File: config.mk
export PLATFORM = sky130hd
export DESIGN_NAME = bmmd_decoder
export DESIGN_NICKNAME = d
export VERILOG_FILES = /design/src/hw/bmmd_pkg.sv /design/src/hw/bmmd_region_match.sv /design/src/hw/bmmd_boot_seq.sv /design/src/hw/bmmd_decoder.sv
export VERILOG_INCLUDE_DIRS = /design/src /design/src/hw
export SDC_FILE = /design/constraint.sdc
export NUM_CORES = 1
export LEC_CHECK = 0
export ABC_AREA = 1
export BUFFER_PORTS_ARGS = -buffer_cell sky130_fd_sc_hd__buf_4
export CORE_AREA = 4 4 169 171
export DETAILED_ROUTE_END_ITERATION = 10
export DIE_AREA = 0 0 173 175
export PLACE_DENSITY = 0.77
export SETUP_SLACK_MARGIN = 0.02
export SLEW_MARGIN = 20
export SYNTH_ARGS = -nofsm -noshare
export SYNTH_HDL_FRONTEND = slang
export SYNTH_HIERARCHICAL = 1
export SYNTH_SLANG_ARGS = --single-unit
File: constraint.sdc
create_clock -name clk -period 11.1 [get_ports clk]
set_clock_uncertainty 0.1 [all_clocks]
set_input_delay 1.665 -clock clk [delete_from_list [all_inputs] [get_ports clk]]
set_output_delay 1.665 -clock clk [all_outputs]
set_load 0.05 [all_outputs]
File: src/hw/bmmd_regs.svh
`ifndef BMMD_REGS_SVH
`define BMMD_REGS_SVH

// memory index order inside every 4-bit select vector
`define BMMD_MEM_PFLASH 0
`define BMMD_MEM_DFLASH 1
`define BMMD_MEM_ROM 2
`define BMMD_MEM_RAM 3

// decoder register window, 256 bytes
`define BMMD_DEC_WIN 24'hFF_FFFE
`define BMMD_OFS_CTRL 8'h00
`define BMMD_OFS_STAT 8'h04
`define BMMD_OFS_VERDICT 8'h08
`define BMMD_OFS_PERM 8'h0C
`define BMMD_OFS_ERASE 8'h10
`define BMMD_OFS_REGION 8'h20

// control fields
`define BMMD_CTRL_REMAP 0
`define BMMD_CTRL_RSTSEL 1
`define BMMD_ERASE_ALL 0
`define BMMD_ERASE_PAGE_LSB 8

// region size codes: window is 1 kB shifted left by the code
`define BMMD_SZ_2K 4'h1
`define BMMD_SZ_4K 4'h2
`define BMMD_SZ_32K 4'h5
`define BMMD_SZ_64K 4'h6
`define BMMD_SZ_MAX 4'hE

// reset and remap bases
`define BMMD_ROM_BASE_BOOT 32'h0000_0000
`define BMMD_ROM_BASE_RUN 32'h0001_0000
`define BMMD_PFL_BASE_BOOT 32'h0001_0000
`define BMMD_PFL_BASE_RUN 32'h0000_0000
`define BMMD_DFL_BASE 32'h0001_8800
`define BMMD_RAM_BASE 32'h0001_9000
`define BMMD_PERM_RESET 5'h1F

// peripheral windows
`define BMMD_AFE_FIRST 4'h2
`define BMMD_AFE_LAST 4'hE
`define BMMD_SYSPER_HI 19'h7_FFBF

// array geometry
`define BMMD_PFL_WORDS 8192
`define BMMD_DFL_WORDS 512
`define BMMD_RAM_WORDS 1024
`define BMMD_ROM_BYTES 4096
`define BMMD_PFL_PAGE_BYTES 1024
`define BMMD_DFL_PAGE_BYTES 32

`endif

File: src/hw/bmmd_pkg.sv
package bmmd_pkg;

   typedef enum logic [2:0] {
      AC_IDLE = 3'b001,
      AC_ACCESS = 3'b010,
      AC_DONE = 3'b100
   } bmmd_acc_t;

   typedef enum logic [3:0] {
      BS_CHK_HEAD = 4'b0001,
      BS_CHK_FULL = 4'b0010,
      BS_RUN_FLASH = 4'b0100,
      BS_SERVICE = 4'b1000
   } bmmd_boot_t;

endpackage : bmmd_pkg

File: src/hw/bmmd_region_match.sv
`timescale 1ns/1ps
`include "bmmd_regs.svh"
module bmmd_region_match (
   // access address
   input wire logic [31:0] addr,
   // region setting
   input wire logic [21:0] base,
   input wire logic [3:0] size,
   // result
   output logic hit,
   output logic [23:0] offset
);
   logic [21:0] lo_mask;
   logic [33:0] byte_mask;

   // size above 16 MB is clamped so a bad code cannot swallow the map
   always_comb begin
      lo_mask = (22'h1 << ((size > `BMMD_SZ_MAX) ? `BMMD_SZ_MAX : size)) - 22'h1;
      byte_mask = {2'b00, lo_mask, 10'h3FF};
      hit = ((addr[31:10] ^ base) & ~lo_mask) == 22'h0;
      offset = addr[23:0] & byte_mask[23:0];
   end
endmodule : bmmd_region_match

File: src/hw/bmmd_boot_seq.sv
`timescale 1ns/1ps
module bmmd_boot_seq (
   // clock and reset
   input wire logic clk,
   input wire logic sys_rst,
   input wire logic ce,
   // checksum verdict from boot code
   input wire logic verdict_we,
   input wire logic verdict_pass,
   // state out
   output bmmd_pkg::bmmd_boot_t boot_state,
   output logic remap_pulse
);
   bmmd_pkg::bmmd_boot_t state_reg;
   bmmd_pkg::bmmd_boot_t state_next;

   always_comb begin
      state_next = state_reg;
      unique case (state_reg)
         bmmd_pkg::BS_CHK_HEAD: begin
            if (verdict_we) begin
               state_next = verdict_pass ? bmmd_pkg::BS_RUN_FLASH : bmmd_pkg::BS_CHK_FULL; // see RULE6
            end
         end
         bmmd_pkg::BS_CHK_FULL: begin
            if (verdict_we) begin
               state_next = verdict_pass ? bmmd_pkg::BS_RUN_FLASH : bmmd_pkg::BS_SERVICE; // see RULE7
            end
         end
         bmmd_pkg::BS_RUN_FLASH: state_next = bmmd_pkg::BS_RUN_FLASH;
         bmmd_pkg::BS_SERVICE: state_next = bmmd_pkg::BS_SERVICE; // see RULE8
         default: state_next = bmmd_pkg::BS_CHK_HEAD;
      endcase
   end

   // every reset restarts in the rom checks
   always_ff @(posedge clk or posedge sys_rst) begin
      if (sys_rst) begin
         state_reg <= bmmd_pkg::BS_CHK_HEAD; // see RULE19
      end else if (ce) begin
         state_reg <= state_next;
      end
   end

   assign boot_state = state_reg;
   assign remap_pulse = ce && (state_reg != bmmd_pkg::BS_RUN_FLASH) && (state_next == bmmd_pkg::BS_RUN_FLASH);

   a_fail_twice_service : assert property (@(posedge clk) disable iff (sys_rst) // see RULE8
      (ce && verdict_we && !verdict_pass && state_reg == bmmd_pkg::BS_CHK_FULL) |=> state_reg == bmmd_pkg::BS_SERVICE)
      else $error("second checksum failure did not enter service");
   c_service_entry : cover property (@(posedge clk) disable iff (sys_rst) state_reg == bmmd_pkg::BS_SERVICE);
endmodule : bmmd_boot_seq

File: src/hw/bmmd_decoder.sv
// Notes on behaviour
// RULE1: all arrays and peripherals on one bus
// RULE2: after reset rom aliased over low 64 KB
// RULE3: boot map flash, data flash, ram bases
// RULE4: remap puts program flash at zero
// RULE5: front-end peripherals in 256-byte windows
// RULE6: reset starts rom, head checksum, then flash
// RULE7: head fails: full checksum decides flash start
// RULE8: both fail: rom serves host commands
// RULE9: service mode reaches every memory location
// RULE10: programmable region selects, 1 kB to 16 MB
// RULE11: decoder register access adds wait state
// RULE12: decoder registers ignore user-mode writes
// RULE13: stretch peripheral cycles, eight 1 kB selects
// RULE14: per-region user permissions enforced
// RULE15: illegal access gives fault or reset
// RULE16: program flash 8k x 32, page/mass erase
// RULE17: data flash 512 x 32 with ecc
// RULE18: data ram is 1k x 32
// RULE19: boot rom 4 kB runs first after reset
// RULE20: region changes apply from next access
`timescale 1ns/1ps
`include "bmmd_regs.svh"
module bmmd_decoder #(
   parameter int NUM_AFE = 13,
   parameter int NUM_PER = 8
) (
   // clock and reset
   input wire logic clk,
   input wire logic sys_rst,
   input wire logic ce,
   // processor bus
   input wire logic cpu_req,
   input wire logic cpu_we,
   input wire logic cpu_priv,
   input wire logic [31:0] cpu_addr,
   input wire logic [31:0] cpu_wdata,
   output logic [31:0] cpu_rdata,
   output logic cpu_ready,
   output logic cpu_abort,
   // slave side
   output logic [3:0] mem_sel,
   output logic [NUM_AFE-1:0] afe_sel,
   output logic [NUM_PER-1:0] per_sel,
   output logic [23:0] slave_addr,
   output logic slave_we,
   output logic [31:0] slave_wdata,
   input wire logic slave_ready,
   input wire logic [31:0] slave_rdata,
   input wire logic dflash_ecc_err,
   // program flash erase
   output logic pflash_erase_req,
   output logic pflash_erase_all,
   output logic [4:0] pflash_erase_page,
   // system
   output logic sys_reset_req,
   output logic remap,
   output logic boot_service
);
   localparam int PFL_PAGES = `BMMD_PFL_WORDS * 4 / `BMMD_PFL_PAGE_BYTES;
   localparam int PAGE_W = $clog2(PFL_PAGES);

   ////////////////////////////////////////////////////////////////////////////
   // configuration state
   logic [21:0] base_reg [4];
   logic [3:0] size_reg [4];
   logic remap_reg;
   logic rstsel_reg;
   logic [4:0] perm_reg;
   bmmd_pkg::bmmd_boot_t boot_state;
   logic remap_pulse;
   logic verdict_we;
   logic cfg_we;

   ////////////////////////////////////////////////////////////////////////////
   // access state
   bmmd_pkg::bmmd_acc_t acc_reg;
   logic [3:0] acc_mem_reg;
   logic [NUM_AFE-1:0] acc_afe_reg;
   logic [NUM_PER-1:0] acc_per_reg;
   logic acc_dec_reg;
   logic acc_err_reg;
   logic acc_we_reg;
   logic acc_priv_reg;
   logic [7:0] acc_reg_ofs_reg;

   ////////////////////////////////////////////////////////////////////////////
   // address decode
   logic [3:0] mem_hit;
   logic [23:0] mem_ofs [4];
   logic [3:0] mem_win;
   logic [NUM_AFE-1:0] afe_hit;
   logic [NUM_PER-1:0] per_hit;
   logic dec_hit;
   logic [23:0] win_ofs;
   logic any_hit;
   logic perm_bad;
   logic service;

   genvar gi;
   generate
      for (gi = 0; gi < 4; gi++) begin : g_region
         bmmd_region_match u_match (
            .addr(cpu_addr),
            .base(base_reg[gi]),
            .size(size_reg[gi]),
            .hit(mem_hit[gi]),
            .offset(mem_ofs[gi])
         ); // see RULE10
      end
      for (gi = 0; gi < NUM_AFE; gi++) begin : g_afe
         assign afe_hit[gi] = (cpu_addr[31:20] == 12'h000) && (cpu_addr[15:8] == 8'h00)
            && (cpu_addr[19:16] == 4'(gi + 2)); // see RULE5
      end
      for (gi = 0; gi < NUM_PER; gi++) begin : g_per
         assign per_hit[gi] = (cpu_addr[31:13] == `BMMD_SYSPER_HI) && (cpu_addr[12:10] == 3'(gi)); // see RULE13
      end
   endgenerate

   assign dec_hit = cpu_addr[31:8] == `BMMD_DEC_WIN;
   assign service = boot_state == bmmd_pkg::BS_SERVICE;

   // fixed priority ram, data flash, program flash, rom: the reset map has no overlap,
   // but where programmed regions overlap, the array first in this order wins
   always_comb begin
      mem_win = 4'h0;
      win_ofs = 24'h0;
      if (mem_hit[`BMMD_MEM_RAM]) begin
         mem_win[`BMMD_MEM_RAM] = 1'b1;
         win_ofs = mem_ofs[`BMMD_MEM_RAM];
      end else if (mem_hit[`BMMD_MEM_DFLASH]) begin
         mem_win[`BMMD_MEM_DFLASH] = 1'b1;
         win_ofs = mem_ofs[`BMMD_MEM_DFLASH];
      end else if (mem_hit[`BMMD_MEM_PFLASH]) begin
         mem_win[`BMMD_MEM_PFLASH] = 1'b1;
         win_ofs = mem_ofs[`BMMD_MEM_PFLASH];
      end else if (mem_hit[`BMMD_MEM_ROM]) begin
         mem_win[`BMMD_MEM_ROM] = 1'b1;
         win_ofs = mem_ofs[`BMMD_MEM_ROM] & 24'(`BMMD_ROM_BYTES - 1); // see RULE2
      end
   end

   assign any_hit = dec_hit || (|mem_win) || (|afe_hit) || (|per_hit); // see RULE1
   // user accesses checked per region; rom service mode bypasses the check
   assign perm_bad = !cpu_priv && !service
      && ((|(mem_win & ~perm_reg[3:0])) || (((|afe_hit) || (|per_hit)) && !perm_reg[4])); // see RULE14 RULE9

   ////////////////////////////////////////////////////////////////////////////
   // access sequencer
   logic start;
   assign start = ce && (acc_reg == bmmd_pkg::AC_IDLE) && cpu_req;

   always_ff @(posedge clk or posedge sys_rst) begin
      if (sys_rst) begin
         acc_reg <= bmmd_pkg::AC_IDLE;
      end else if (ce) begin
         unique case (acc_reg)
            bmmd_pkg::AC_IDLE: begin
               if (cpu_req) begin
                  acc_reg <= bmmd_pkg::AC_ACCESS;
               end
            end
            bmmd_pkg::AC_ACCESS: begin
               // decoder registers and refused accesses spend exactly one wait cycle here
               if (acc_dec_reg || acc_err_reg || slave_ready || dflash_ecc_err) begin
                  acc_reg <= bmmd_pkg::AC_DONE; // see RULE11 RULE13
               end
            end
            bmmd_pkg::AC_DONE: acc_reg <= bmmd_pkg::AC_IDLE;
            default: acc_reg <= bmmd_pkg::AC_IDLE;
         endcase
      end
   end

   // decode is frozen at the start so a config write never alters a running access
   always_ff @(posedge clk or posedge sys_rst) begin
      if (sys_rst) begin
         acc_mem_reg <= 4'h0;
         acc_afe_reg <= '0;
         acc_per_reg <= '0;
         acc_dec_reg <= 1'b0;
         acc_err_reg <= 1'b0;
         acc_we_reg <= 1'b0;
         acc_priv_reg <= 1'b0;
         acc_reg_ofs_reg <= 8'h00;
         slave_addr <= 24'h0;
         slave_we <= 1'b0;
         slave_wdata <= 32'h0;
      end else if (start) begin
         acc_err_reg <= !any_hit || perm_bad; // see RULE15 RULE20
         acc_mem_reg <= (any_hit && !perm_bad) ? mem_win : 4'h0;
         acc_afe_reg <= (any_hit && !perm_bad) ? afe_hit : '0;
         acc_per_reg <= (any_hit && !perm_bad) ? per_hit : '0;
         acc_dec_reg <= dec_hit;
         acc_we_reg <= cpu_we;
         acc_priv_reg <= cpu_priv;
         acc_reg_ofs_reg <= cpu_addr[7:0];
         slave_addr <= (dec_hit || (|afe_hit)) ? {16'h0, cpu_addr[7:0]}
            : ((|per_hit) ? {14'h0, cpu_addr[9:0]} : win_ofs); // see RULE5
         slave_we <= cpu_we;
         slave_wdata <= cpu_wdata;
      end
   end

   always_comb begin
      mem_sel = (acc_reg == bmmd_pkg::AC_ACCESS) ? acc_mem_reg : 4'h0;
      afe_sel = (acc_reg == bmmd_pkg::AC_ACCESS) ? acc_afe_reg : '0;
      per_sel = (acc_reg == bmmd_pkg::AC_ACCESS) ? acc_per_reg : '0;
      cpu_ready = acc_reg == bmmd_pkg::AC_DONE;
   end

   ////////////////////////////////////////////////////////////////////////////
   // fault or reset
   logic fault_now;
   logic ecc_fault_reg;

   always_ff @(posedge clk or posedge sys_rst) begin
      if (sys_rst) begin
         ecc_fault_reg <= 1'b0;
      end else if (ce && acc_reg == bmmd_pkg::AC_ACCESS) begin
         ecc_fault_reg <= dflash_ecc_err && acc_mem_reg[`BMMD_MEM_DFLASH]; // see RULE17
      end
   end

   assign fault_now = (acc_reg == bmmd_pkg::AC_DONE) && (acc_err_reg || ecc_fault_reg);
   assign cpu_abort = fault_now && !rstsel_reg; // see RULE15

   always_ff @(posedge clk or posedge sys_rst) begin
      if (sys_rst) begin
         sys_reset_req <= 1'b0;
      end else if (ce) begin
         sys_reset_req <= fault_now && rstsel_reg; // see RULE15
      end
   end

   ////////////////////////////////////////////////////////////////////////////
   // decoder registers
   assign cfg_we = ce && (acc_reg == bmmd_pkg::AC_ACCESS) && acc_dec_reg && acc_we_reg && acc_priv_reg; // see RULE12
   assign verdict_we = cfg_we && (acc_reg_ofs_reg == `BMMD_OFS_VERDICT);

   bmmd_boot_seq u_boot (
      .clk(clk),
      .sys_rst(sys_rst),
      .ce(ce),
      .verdict_we(verdict_we),
      .verdict_pass(slave_wdata[0]),
      .boot_state(boot_state),
      .remap_pulse(remap_pulse)
   );

   always_ff @(posedge clk or posedge sys_rst) begin
      if (sys_rst) begin
         base_reg[`BMMD_MEM_PFLASH] <= 22'(`BMMD_PFL_BASE_BOOT >> 10); // see RULE3
         size_reg[`BMMD_MEM_PFLASH] <= `BMMD_SZ_32K; // see RULE16
         base_reg[`BMMD_MEM_DFLASH] <= 22'(`BMMD_DFL_BASE >> 10);
         size_reg[`BMMD_MEM_DFLASH] <= `BMMD_SZ_2K;
         base_reg[`BMMD_MEM_ROM] <= 22'(`BMMD_ROM_BASE_BOOT >> 10);
         size_reg[`BMMD_MEM_ROM] <= `BMMD_SZ_64K; // see RULE2 RULE19
         base_reg[`BMMD_MEM_RAM] <= 22'(`BMMD_RAM_BASE >> 10);
         size_reg[`BMMD_MEM_RAM] <= `BMMD_SZ_4K; // see RULE18
         remap_reg <= 1'b0;
      end else if (remap_pulse) begin
         base_reg[`BMMD_MEM_PFLASH] <= 22'(`BMMD_PFL_BASE_RUN >> 10); // see RULE4
         base_reg[`BMMD_MEM_ROM] <= 22'(`BMMD_ROM_BASE_RUN >> 10);
         size_reg[`BMMD_MEM_ROM] <= `BMMD_SZ_4K;
         remap_reg <= 1'b1;
      end else if (cfg_we && acc_reg_ofs_reg[7:4] == `BMMD_OFS_REGION >> 4 && acc_reg_ofs_reg[1:0] == 2'b00) begin
         base_reg[acc_reg_ofs_reg[3:2]] <= slave_wdata[31:10]; // see RULE10
         size_reg[acc_reg_ofs_reg[3:2]] <= slave_wdata[3:0];
      end else if (cfg_we && acc_reg_ofs_reg == `BMMD_OFS_CTRL) begin
         remap_reg <= slave_wdata[`BMMD_CTRL_REMAP];
      end
   end

   always_ff @(posedge clk or posedge sys_rst) begin
      if (sys_rst) begin
         rstsel_reg <= 1'b0;
         perm_reg <= `BMMD_PERM_RESET;
      end else if (cfg_we && acc_reg_ofs_reg == `BMMD_OFS_CTRL) begin
         rstsel_reg <= slave_wdata[`BMMD_CTRL_RSTSEL];
      end else if (cfg_we && acc_reg_ofs_reg == `BMMD_OFS_PERM) begin
         perm_reg <= slave_wdata[4:0]; // see RULE14
      end
   end

   // erase is only a request; the flash controller owns the timing
   always_ff @(posedge clk or posedge sys_rst) begin
      if (sys_rst) begin
         pflash_erase_req <= 1'b0;
         pflash_erase_all <= 1'b0;
         pflash_erase_page <= 5'h00;
      end else if (ce) begin
         pflash_erase_req <= cfg_we && (acc_reg_ofs_reg == `BMMD_OFS_ERASE); // see RULE16
         if (cfg_we && acc_reg_ofs_reg == `BMMD_OFS_ERASE) begin
            pflash_erase_all <= slave_wdata[`BMMD_ERASE_ALL];
            pflash_erase_page <= slave_wdata[`BMMD_ERASE_PAGE_LSB +: PAGE_W];
         end
      end
   end

   ////////////////////////////////////////////////////////////////////////////
   // read data
   logic [31:0] reg_rdata;
   always_comb begin
      reg_rdata = 32'h0000_0000;
      if (acc_reg_ofs_reg == `BMMD_OFS_CTRL) begin
         reg_rdata = {30'h0, rstsel_reg, remap_reg};
      end else if (acc_reg_ofs_reg == `BMMD_OFS_STAT) begin
         reg_rdata = {28'h0, boot_state};
      end else if (acc_reg_ofs_reg == `BMMD_OFS_PERM) begin
         reg_rdata = {27'h0, perm_reg};
      end else if (acc_reg_ofs_reg[7:4] == `BMMD_OFS_REGION >> 4 && acc_reg_ofs_reg[1:0] == 2'b00) begin
         reg_rdata = {base_reg[acc_reg_ofs_reg[3:2]], 6'h0, size_reg[acc_reg_ofs_reg[3:2]]};
      end
   end

   always_ff @(posedge clk or posedge sys_rst) begin
      if (sys_rst) begin
         cpu_rdata <= 32'h0000_0000;
      end else if (ce && acc_reg == bmmd_pkg::AC_ACCESS) begin
         cpu_rdata <= acc_err_reg ? 32'h0000_0000 : (acc_dec_reg ? reg_rdata : slave_rdata);
      end
   end

   assign remap = remap_reg;
   assign boot_service = service;

   ////////////////////////////////////////////////////////////////////////////
   // checks
   a_rom_alias_low : assert property (@(posedge clk) disable iff (sys_rst) // see RULE2
      (start && !remap_reg && cpu_addr[31:16] == 16'h0000 && cpu_priv) |=> acc_mem_reg == 4'b0100)
      else $error("low 64 KB not decoded to rom before remap");
   a_boot_map_ram : assert property (@(posedge clk) disable iff (sys_rst) // see RULE3
      (start && cpu_addr[31:12] == 20'h0_0019 && cpu_priv) |=> acc_mem_reg == 4'b1000)
      else $error("ram window not decoded");
   a_remap_flash_zero : assert property (@(posedge clk) disable iff (sys_rst) // see RULE4
      remap_pulse |=> remap_reg && base_reg[0] == 22'h0 && base_reg[2] == 22'h40)
      else $error("remap did not move flash and rom");
   a_dec_wait_state : assert property (@(posedge clk) disable iff (sys_rst || !ce) // see RULE11
      (start && dec_hit) |-> !cpu_ready ##1 !cpu_ready ##1 cpu_ready)
      else $error("decoder register access lacks its wait state");
   a_user_write_ignored : assert property (@(posedge clk) disable iff (sys_rst) // see RULE12
      (acc_reg == bmmd_pkg::AC_ACCESS && acc_dec_reg && !acc_priv_reg) |=> $stable(perm_reg) && $stable(rstsel_reg))
      else $error("user write reached decoder registers");
   a_per_stretch : assert property (@(posedge clk) disable iff (sys_rst || !ce) // see RULE13
      (acc_reg == bmmd_pkg::AC_ACCESS && !acc_dec_reg && !acc_err_reg && !slave_ready && !dflash_ecc_err)
      |=> acc_reg == bmmd_pkg::AC_ACCESS && $stable(per_sel))
      else $error("slave cycle not stretched");
   a_illegal_fault : assert property (@(posedge clk) disable iff (sys_rst || !ce) // see RULE15
      (start && !any_hit) |-> ##2 (cpu_ready && (cpu_abort || rstsel_reg)))
      else $error("illegal address not faulted");
   a_afe_onehot : assert property (@(posedge clk) disable iff (sys_rst) // see RULE5
      $onehot0(afe_sel) && $onehot0(per_sel) && $onehot0(mem_sel))
      else $error("more than one select active");
   a_sel_frozen : assert property (@(posedge clk) disable iff (sys_rst) // see RULE20
      (acc_reg == bmmd_pkg::AC_ACCESS && $past(acc_reg) == bmmd_pkg::AC_ACCESS) |-> $stable(mem_sel))
      else $error("select changed during an access");
   a_service_any : assert property (@(posedge clk) disable iff (sys_rst) // see RULE9
      (start && service && any_hit) |=> !acc_err_reg)
      else $error("service mode access refused");

   c_remap : cover property (@(posedge clk) disable iff (sys_rst) remap_pulse);
   c_dec_read : cover property (@(posedge clk) disable iff (sys_rst) cpu_ready && acc_dec_reg && !acc_we_reg);
   c_fault : cover property (@(posedge clk) disable iff (sys_rst) cpu_abort);
   c_per_stretch : cover property (@(posedge clk) disable iff (sys_rst) (|per_sel) ##1 (|per_sel) ##1 cpu_ready);
endmodule : bmmd_decoder

Word-level counts from Yosys, hierarchy flattened
Cells that the tools add are included.
{"block": "totals", "ff_bits": 252, "input_bits": 104}
{"block": "op_classes", "add_sub_neg": 4, "order_cmp": 6, "eq_ne": 39, "shifts": 4, "muxes": 58, "bitwise": 21, "n_reduce_logical": 83}
{"cell": "32-bit two-way mux", "n": 6}
{"cell": "24-bit two-way mux", "n": 5}
{"cell": "22-bit two-way mux", "n": 5}
{"cell": "22-bit bitwise AND", "n": 4}
{"cell": "88-bit bitwise mux", "n": 1}
{"cell": "22-bit logical NOT", "n": 4}
{"cell": "88-bit two-way mux", "n": 1}
{"cell": "22-bit inverter", "n": 4}
{"cell": "1-bit by 4-bit left shift with 22-bit output (first input constant)", "n": 4}
{"cell": "22-bit by 1-bit subtractor with 22-bit output (second input constant)", "n": 4}
{"cell": "22-bit XOR", "n": 4}
{"cell": "24-bit bitwise AND", "n": 3}
{"cell": "4-bit two-way mux", "n": 13}
{"cell": "1-bit logical AND", "n": 46}
{"cell": "22-bit binary-select mux with 2-bit select", "n": 1}
{"cell": "22-bit demux with 2-bit select", "n": 1}
{"cell": "4-bit equality test (second input constant)", "n": 8}
{"cell": "13-bit two-way mux", "n": 2}
{"cell": "24-bit equality test (second input constant)", "n": 1}
{"cell": "4-bit by 3-bit equality test with 1-bit output (second input constant)", "n": 6}
{"cell": "8-bit two-way mux", "n": 3}
{"cell": "19-bit equality test (second input constant)", "n": 1}
{"cell": "16-bit bitwise mux", "n": 1}
{"cell": "4-bit by 2-bit equality test with 1-bit output (second input constant)", "n": 4}
{"cell": "36 further kinds", "n": 83}

Longest topological paths before layout
Gate-level depths: netlist of the first run.
{"block": "depth", "ltp_word": 18, "depth_mapped": 26, "ltp_nobuf": 24}

Cells and area by module
Netlist of the first run, hierarchy kept.
{"module": "bmmd_decoder", "instances": 1, "cells_each": 1455, "area_per_inst_um2": 11831.3, "seq_area_each_um2": 6229.7}
{"module": "bmmd_region_match at g_region[0].u_match ...", "instances": 3, "cells_each": 159, "area_per_inst_um2": 819.5, "seq_area_each_um2": 0.0}
{"module": "bmmd_region_match at g_region[3].u_match", "instances": 1, "cells_each": 171, "area_per_inst_um2": 843.3, "seq_area_each_um2": 0.0}
{"module": "bmmd_boot_seq", "instances": 1, "cells_each": 45, "area_per_inst_um2": 285.3, "seq_area_each_um2": 101.3}

Worst setup path before layout of the first run
OpenSTA, ideal clock, no wires.
{"block": "synth_timing", "kind": "register -> output", "from": "register acc_reg[2]", "to": "output port cpu_abort", "t_arrival_ps": 2536, "slack_ps": 6799, "path_stages_with_launch": 5, "path_buffers": 0, "cell_sequence": "dfrtp_1 > inv_1 > nor3_1 > o21ai_0 > nor2_1"}
{"block": "synth_via", "elab_chain_len": 3}
{"item": "from (decl)", "line": "bmmd_decoder.sv:77", "rtl": "bmmd_pkg::bmmd_acc_t acc_reg;"}
{"item": "from (signal assigned)", "line": "bmmd_decoder.sv:155", "rtl": "acc_reg <= bmmd_pkg::AC_IDLE;"}
{"item": "from (signal assigned)", "line": "bmmd_decoder.sv:160", "rtl": "acc_reg <= bmmd_pkg::AC_ACCESS;"}
{"item": "from (signal assigned)", "line": "bmmd_decoder.sv:166", "rtl": "acc_reg <= bmmd_pkg::AC_DONE;"}
{"item": "3-bit equality test"}
{"item": "net cpu_ready", "line": "bmmd_decoder.sv:39", "rtl": "output logic cpu_ready,"}
{"item": "1-bit logical AND", "line": "bmmd_decoder.sv:225", "rtl": "assign fault_now = (acc_reg == bmmd_pkg::AC_DONE) && (acc_err_reg || ecc_fault_reg);"}
{"item": "1-bit logical AND", "line": "bmmd_decoder.sv:226", "rtl": "assign cpu_abort = fault_now && !rstsel_reg;"}
{"item": "to (decl)", "line": "bmmd_decoder.sv:40", "rtl": "output logic cpu_abort,"}
The timed path passes the listed nets, and every way through them passes these cells.

Final worst setup path of the first run
{"block": "layout_timing", "from": "input port ce", "to": "register base_reg[3] in the netlist's numbering"}
{"block": "layout_via", "elab_chain_len": 11, "elab_cells_between_ends": 15, "classes_between": "1 x eq/ne; 3 x mux; 1 x bitwise; 10 x reduce/logical"}
{"item": "from (decl)", "line": "bmmd_decoder.sv:31", "rtl": "input wire logic ce,"}
{"item": "1-bit logical AND * (4 in a row)", "line": "bmmd_decoder.sv:238", "rtl": "assign cfg_we = ce && (acc_reg == bmmd_pkg::AC_ACCESS) && acc_dec_reg && acc_we_reg && acc_priv_reg;"}
{"item": "1-bit logical AND *", "line": "bmmd_decoder.sv:239", "rtl": "assign verdict_we = cfg_we && (acc_reg_ofs_reg == `BMMD_OFS_VERDICT);"}
{"item": "net verdict_we", "line": "bmmd_decoder.sv:72", "rtl": "logic verdict_we;"}
{"item": "4-bit two-way mux (on tied branches)", "line": "bmmd_boot_seq.sv:26, bmmd_boot_seq.sv:21"}
{"item": "4-bit case mux with 4 select lines *", "line": "bmmd_boot_seq.sv:19", "rtl": "unique case (state_reg)"}
{"item": "4-bit by 3-bit equality test with 1-bit output *", "line": "bmmd_boot_seq.sv:46", "rtl": "assign remap_pulse = ce && (state_reg != bmmd_pkg::BS_RUN_FLASH) && (state_next == bmmd_pkg::BS_RUN_FLASH);"}
{"item": "1-bit logical AND *", "line": "bmmd_boot_seq.sv:46"}
{"item": "net remap_pulse", "line": "bmmd_decoder.sv:71", "rtl": "logic remap_pulse;"}
{"item": "1-bit inverter (no source line) *"}
{"item": "2-bit AND reduction (no source line) *"}
{"item": "to (signal, indexed assignment)", "line": "bmmd_decoder.sv:253", "rtl": "base_reg[`BMMD_MEM_PFLASH] <= 22'(`BMMD_PFL_BASE_BOOT >> 10);"}
{"item": "to (signal, indexed assignment)", "line": "bmmd_decoder.sv:255", "rtl": "base_reg[`BMMD_MEM_DFLASH] <= 22'(`BMMD_DFL_BASE >> 10);"}
{"item": "to (signal, indexed assignment)", "line": "bmmd_decoder.sv:257", "rtl": "base_reg[`BMMD_MEM_ROM] <= 22'(`BMMD_ROM_BASE_BOOT >> 10);"}
{"item": "to (decl)", "line": "bmmd_decoder.sv:65", "rtl": "logic [21:0] base_reg [4];"}
Mark *: on every way through the listed nets, which the timed path passes. The rest lies on a longest branch.
A chain may end at the register's enable or synchronous reset.

==> results of run 1 <==
## routing by layer
| layer | vias to the layer above | GRT usage | share of wire |
|---|---|---|---|
| li1 | 7157 | - | - |
| met1 | 7206 | 0.483 | 0.42 |
| met2 | 852 | 0.531 | 0.44 |
| met3 | 134 | 0.0695 | 0.10 |
| met4 | 0 | 0.121 | 0.042 |
| met5 | - | 0 | 0 |
## cell type report
type / count / share of cell area
repair buffers: 245 / 0.103
multi-input cells: 1489 / 0.411
well taps: 341 / 0.0240
inverters: 254 / 0.0541
clock inverters: 9 / 0.00548
clock buffers: 42 / 0.0463
flip-flops and latches: 252 / 0.356
## power by group
group          internal, W  switching [W]
clock network     0.000556       0.000380
registers          0.00109       0.000123
logic             0.000338       0.000965
## per-stage QoR
step,cells,power [W],util,instance area [sq um]
final,2632,0.00345,0.662,17800
after global routing,2632,0.00359,0.662,17800
after CTS,2632,0.00344,0.662,17800
after detailed placement,2581,0.00250,0.628,16900
after global placement,2581,0.00248,0.628,16900
after floorplan,2128,0.00203,-,15300
## worst max-delay path, cell delays in order
cell and delay (ns):
buf_4 0.14, inv_1 0.14, nor2_8 0.19, nand4_2 0.12
nor3_1 0.20, inv_1 0.13, nor2_1 0.15, a21oi_1 0.07
o21ai_2 0.08, nor3_2 0.09, inv_1 0.06, buf_4 0.35
nand3_2 0.90, o21ai_0 0.55
## how the worst min path moves through the flow
| stage | startpoint | endpoint | slack, ns | cells past startpoint |
|---|---|---|---|---|
| 2_1_floorplan | acc_afe_reg[10] | acc_afe_reg[10] | 0.35 | 2 |
| 3_3_place_gp | slave_wdata[5] | slave_wdata[5] | 0.36 | 2 |
| 3_5_place_dp | slave_wdata[5] | slave_wdata[5] | 0.36 | 2 |
| 4_1_cts | slave_wdata[5] | slave_wdata[5] | 0.38 | 2 |
| 5_1_grt | acc_reg_ofs_reg[0] | acc_reg_ofs_reg[0] | 0.40 | 2 |
| 6_report | slave_wdata[5] | slave_wdata[5] | 0.38 | 2 |
==> flow_summary.toml, run 1 <==
[worst_setup_path]
r2r_end = "acc_afe_reg[12]"
r2r-start = "size_reg[14]"
reg2reg_depth = 20
arrival_ns = 4.85
startpoint = "ce"
end_kind = "flip-flop"
worst-r2r-setup-slack_ns = 6.60
critPathKind = "input pin to flip-flop"
critPathCapture = "base_reg[3]"
worstPathMaxFanout = 52
critPathRequiredTime_ns = 11.43
critPathLaunchType = "input pin"

[grt]
grt_pass1_wl_microns = 83000
grt_max_degree = 126
overflow = 0
grt_pass1_vias = 14500
antenna_found_initial = 4
track_usage = 0.343

[layout]
multi_input_area_sq_um = 7320
most-common-layout-cells = "591 x nand2_1, 245 x buf_4, 232 x dfrtp_1, 229 x inv_1, 195 x nand3_1"
nets = 2378
area_growth_pct = 16.1
drive_gt1_frac = 0.166
nFillCells = 2355
largest_reg_flops = 88
register_area_sq_um = 6330
layout_commonest_cell = "nand2_1"
diodes = 0

[floorplanning]
row_count = 60
start_util = 0.571
io_pins = 230
die_w_microns = 173
core_area_sq_um = 26900
die_h_microns = 175
die_area_sq_um = 30300

[clocking]
clock_sinks = 252
numCtsBuffers = 28
hold_buffers = 0
clk_pin_slew_ns = 0.07
htreeDepth = 1
cts-root-buf = "clkbuf_16"
cts_tree = "done"
clk_latency_ns = 0.56
post-cts-setup-buffers = 0
ctsResizeCount = 0
clockBufferDepth = 3

[power]
power_density_nw_per_um2 = 194
irDropWorstVdd_mv = 0.155
p_leak_nw = 8.63

[routing]
antenna_left = 0
drc = 0
wl_per_cell_microns = 20.2
drtIter0Drc = 1828
first_pass_iters = 5
vias_per_cell = 5.83
wl_microns = 53300
vias = 15300

[sta]
layout_min_cycle_time_ns = 4.52
finalCritPeriodShare = 0.407
fin_worst_hold_slack_ns = 0.376
setup_ws_ns = 6.58
tns_ns = 0
hold_violations = 0
max_freq_mhz = 221
worstMarginPinSlew_ns = 1.06
slew_viol_final = 0
slew_headroom = 0.291
rsz0062_at_grt = "no"
setup_viol = 0

[synth]
synth_warnings = 6
synthCells = 2128
syn_area_sq_um = 15300
synth.avg_cell_area_sq_um = 7.21
synth_nets = 2236

[outcome]
status = "finished clean"

[min_path]
hp-class = "flip-flop to flip-flop"

[place]
post-place-ws_ns = 6.18
gp_routability_congestion = 0.991
port_buffers = 229
dp_hpwl_microns = 38300

[flow_run]
maxCapViolCount = 0
No activity file was read; power rests on OpenSTA's default activity.
==> inputs of run 2 (changes only) <==
==> constraint.sdc (replaced) <==
create_clock -name clk -period 4.4 [get_ports clk]
set_clock_uncertainty 0.1 [all_clocks]
set_input_delay 0.66 -clock clk [delete_from_list [all_inputs] [get_ports clk]]
set_output_delay 0.66 -clock clk [all_outputs]
set_load 0.05 [all_outputs]
==> run 2 against run 1 <==
  * Utilization is 0.56 points higher
  * Power grew to 2.5 times the previous value
  * Sequential cell count stayed put
  * Clock power grew to 2.5 times the previous value
  * Worst setup slack worse by 5.8 ns
  * Final cell count is 0.72% higher
  * Highest routed layer unchanged
==> flow_summary.toml, run 2 (synthesis results as in run 1) <==
[outcome]
status = "finished clean"

[layout]
nets = 2395
multi_input_area_sq_um = 7300
largest_reg_flops = 88
most-common-layout-cells = "591 x nand2_1, 256 x buf_4, 232 x dfrtp_1, 229 x inv_1, 196 x nand3_1"
register_area_sq_um = 6330
drive_gt1_frac = 0.170
nFillCells = 2374
utilization = 0.668
area_growth_pct = 17.1
stdcell_area_sq_um = 17900
layout_commonest_cell = "nand2_1"
layout.cells.non_filler = 2651

[power]
p_leak_nw = 8.71
irDropWorstVdd_mv = 0.373
power_density_nw_per_um2 = 484

[floorplanning]
start_util = 0.571
die_h_microns = 175
die_w_microns = 173
io_pins = 230
die_area_sq_um = 30300
core_area_sq_um = 26900
row_count = 60

[clocking]
clk_latency_ns = 0.55
cts_tree = "done"
clockBufferDepth = 3
cts-root-buf = "clkbuf_16"
htreeDepth = 1
clk_pin_slew_ns = 0.06
numCtsBuffers = 29
clock_sinks = 252
post-cts-setup-buffers = 0

[worst_setup_path]
path_cells = "nor3_4 -> inv_2 -> nor2_8 -> nand4_2 -> nor3_1 -> inv_1 -> a21oi_1 -> o21ai_2 -> nor3_2 -> inv_1 -> nand3_2 -> buf_4 -> o21ai_0"
critPathRequiredTime_ns = 4.70
end_kind = "flip-flop"
critPathKind = "flip-flop to flip-flop"
slowest_delay_ns = 0.43
arrival_ns = 3.92
worst_path_max_delay_cell = "buf_4"
r2r_end = "base_reg[56]"
worst-r2r-setup-slack_ns = 0.78
worstPathMaxFanout = 52
worst_path_most_repeated_cell = "inv_1"
r2r-start = "acc_reg[2]"
reg2reg_depth = 13
critPathLaunchType = "flip-flop"

[grt]
antenna_found_initial = 0
grt_pass1_vias = 13900
grt_max_degree = 107
overflow = 0
track_usage = 0.337
grt_pass1_wl_microns = 80900

[sta]
finalCritPeriodShare = 0.823
fin_worst_hold_slack_ns = 0.214
slew_viol_final = 0
hold_violations = 0
rsz0062_at_grt = "no"
max_freq_mhz = 276
slew_headroom = 0.362
worstMarginPinSlew_ns = 0.951
setup_viol = 0
layout_min_cycle_time_ns = 3.62
tns_ns = 0

[min_path]
hp-class = "input pin to flip-flop"
hold_path_end = "slave_wdata[24]"
worstHoldStart = "cpu_wdata[24]"
hold_depth = 3

[routing]
first_pass_iters = 6
wl_microns = 52700
antenna_left = 0
vias_per_cell = 5.79
vias = 15300
drtIter0Drc = 1971
drc = 0
wl_per_cell_microns = 19.9

[place]
dpl_cell_area_sq_um = 17000
gp_routability_congestion = 1.06
dp_hpwl_microns = 39100
port_buffers = 229
placedCellCount = 2596

[flow_run]
maxCapViolCount = 0
==> run 2: where the power goes <==
group / total (W) / switching, W / internal (W) / leakage [nW]
sequential: 0.00305 / 0.000308 / 0.00274 / 3.33
clock: 0.00235 / 0.000977 / 0.00137 / 0.439
combinational: 0.00329 / 0.00245 / 0.000845 / 4.94
==> run 2: layout make-up <==
type                            count  area share
Multi-Input combinational cell   1489       0.407
Sequential cell                   252       0.353
Timing Repair Buffer              261       0.112
Inverter                          254      0.0534
Clock buffer                       45      0.0471
Tap cell                          341      0.0238
Clock inverter                      7     0.00376
Antenna cell                        2    0.000279
==> run 2: worst max-delay path by stage <==
stage,slack (ns),startpoint,endpoint
after floorplan,0.40,sys_rst,acc_afe_reg[0]
after global placement,0.85,ce,base_reg[12]
after detailed placement,0.78,ce,base_reg[56]
after CTS,0.87,acc_reg[2],base_reg[56]
after global routing,0.55,size_reg[9],acc_afe_reg[6]
final,0.78,acc_reg[2],base_reg[56]
==> run 2: routing by layer <==
layer | global-route usage | part of all wire
met3 | 0.0720 | 0.11
met4 | 0.118 | 0.041
met1 | 0.483 | 0.42
met5 | 0 | 0
met2 | 0.511 | 0.43
==> run 2: repair_timing <==
item                                   in CTS  in global routing
endpoints found under the hold margin       3                  0
gates resized for setup                     0                  0
hold buffers                                1                  0
==> run 2: through the flow <==
| step | setup slack, ns | total power (W) |
|---|---|---|
| 4_1_cts | 0.867 | 0.00866 |
| 5_1_grt | 0.552 | 0.00905 |
| 3_5_place_dp | 0.780 | 0.00633 |
| 3_3_place_gp | 0.846 | 0.00629 |
| 6_report | 0.780 | 0.00868 |
| 2_1_floorplan | 0.396 | 0.00513 |
==> run 2: worst max-delay path: cells and delay by family, from the launching register on <==
family | cells | cell delay (ns)
simple gates | 6 | 1.27
flops | 1 | 0.42
buf+inv | 4 | 1.16
compound gates | 3 | 0.47
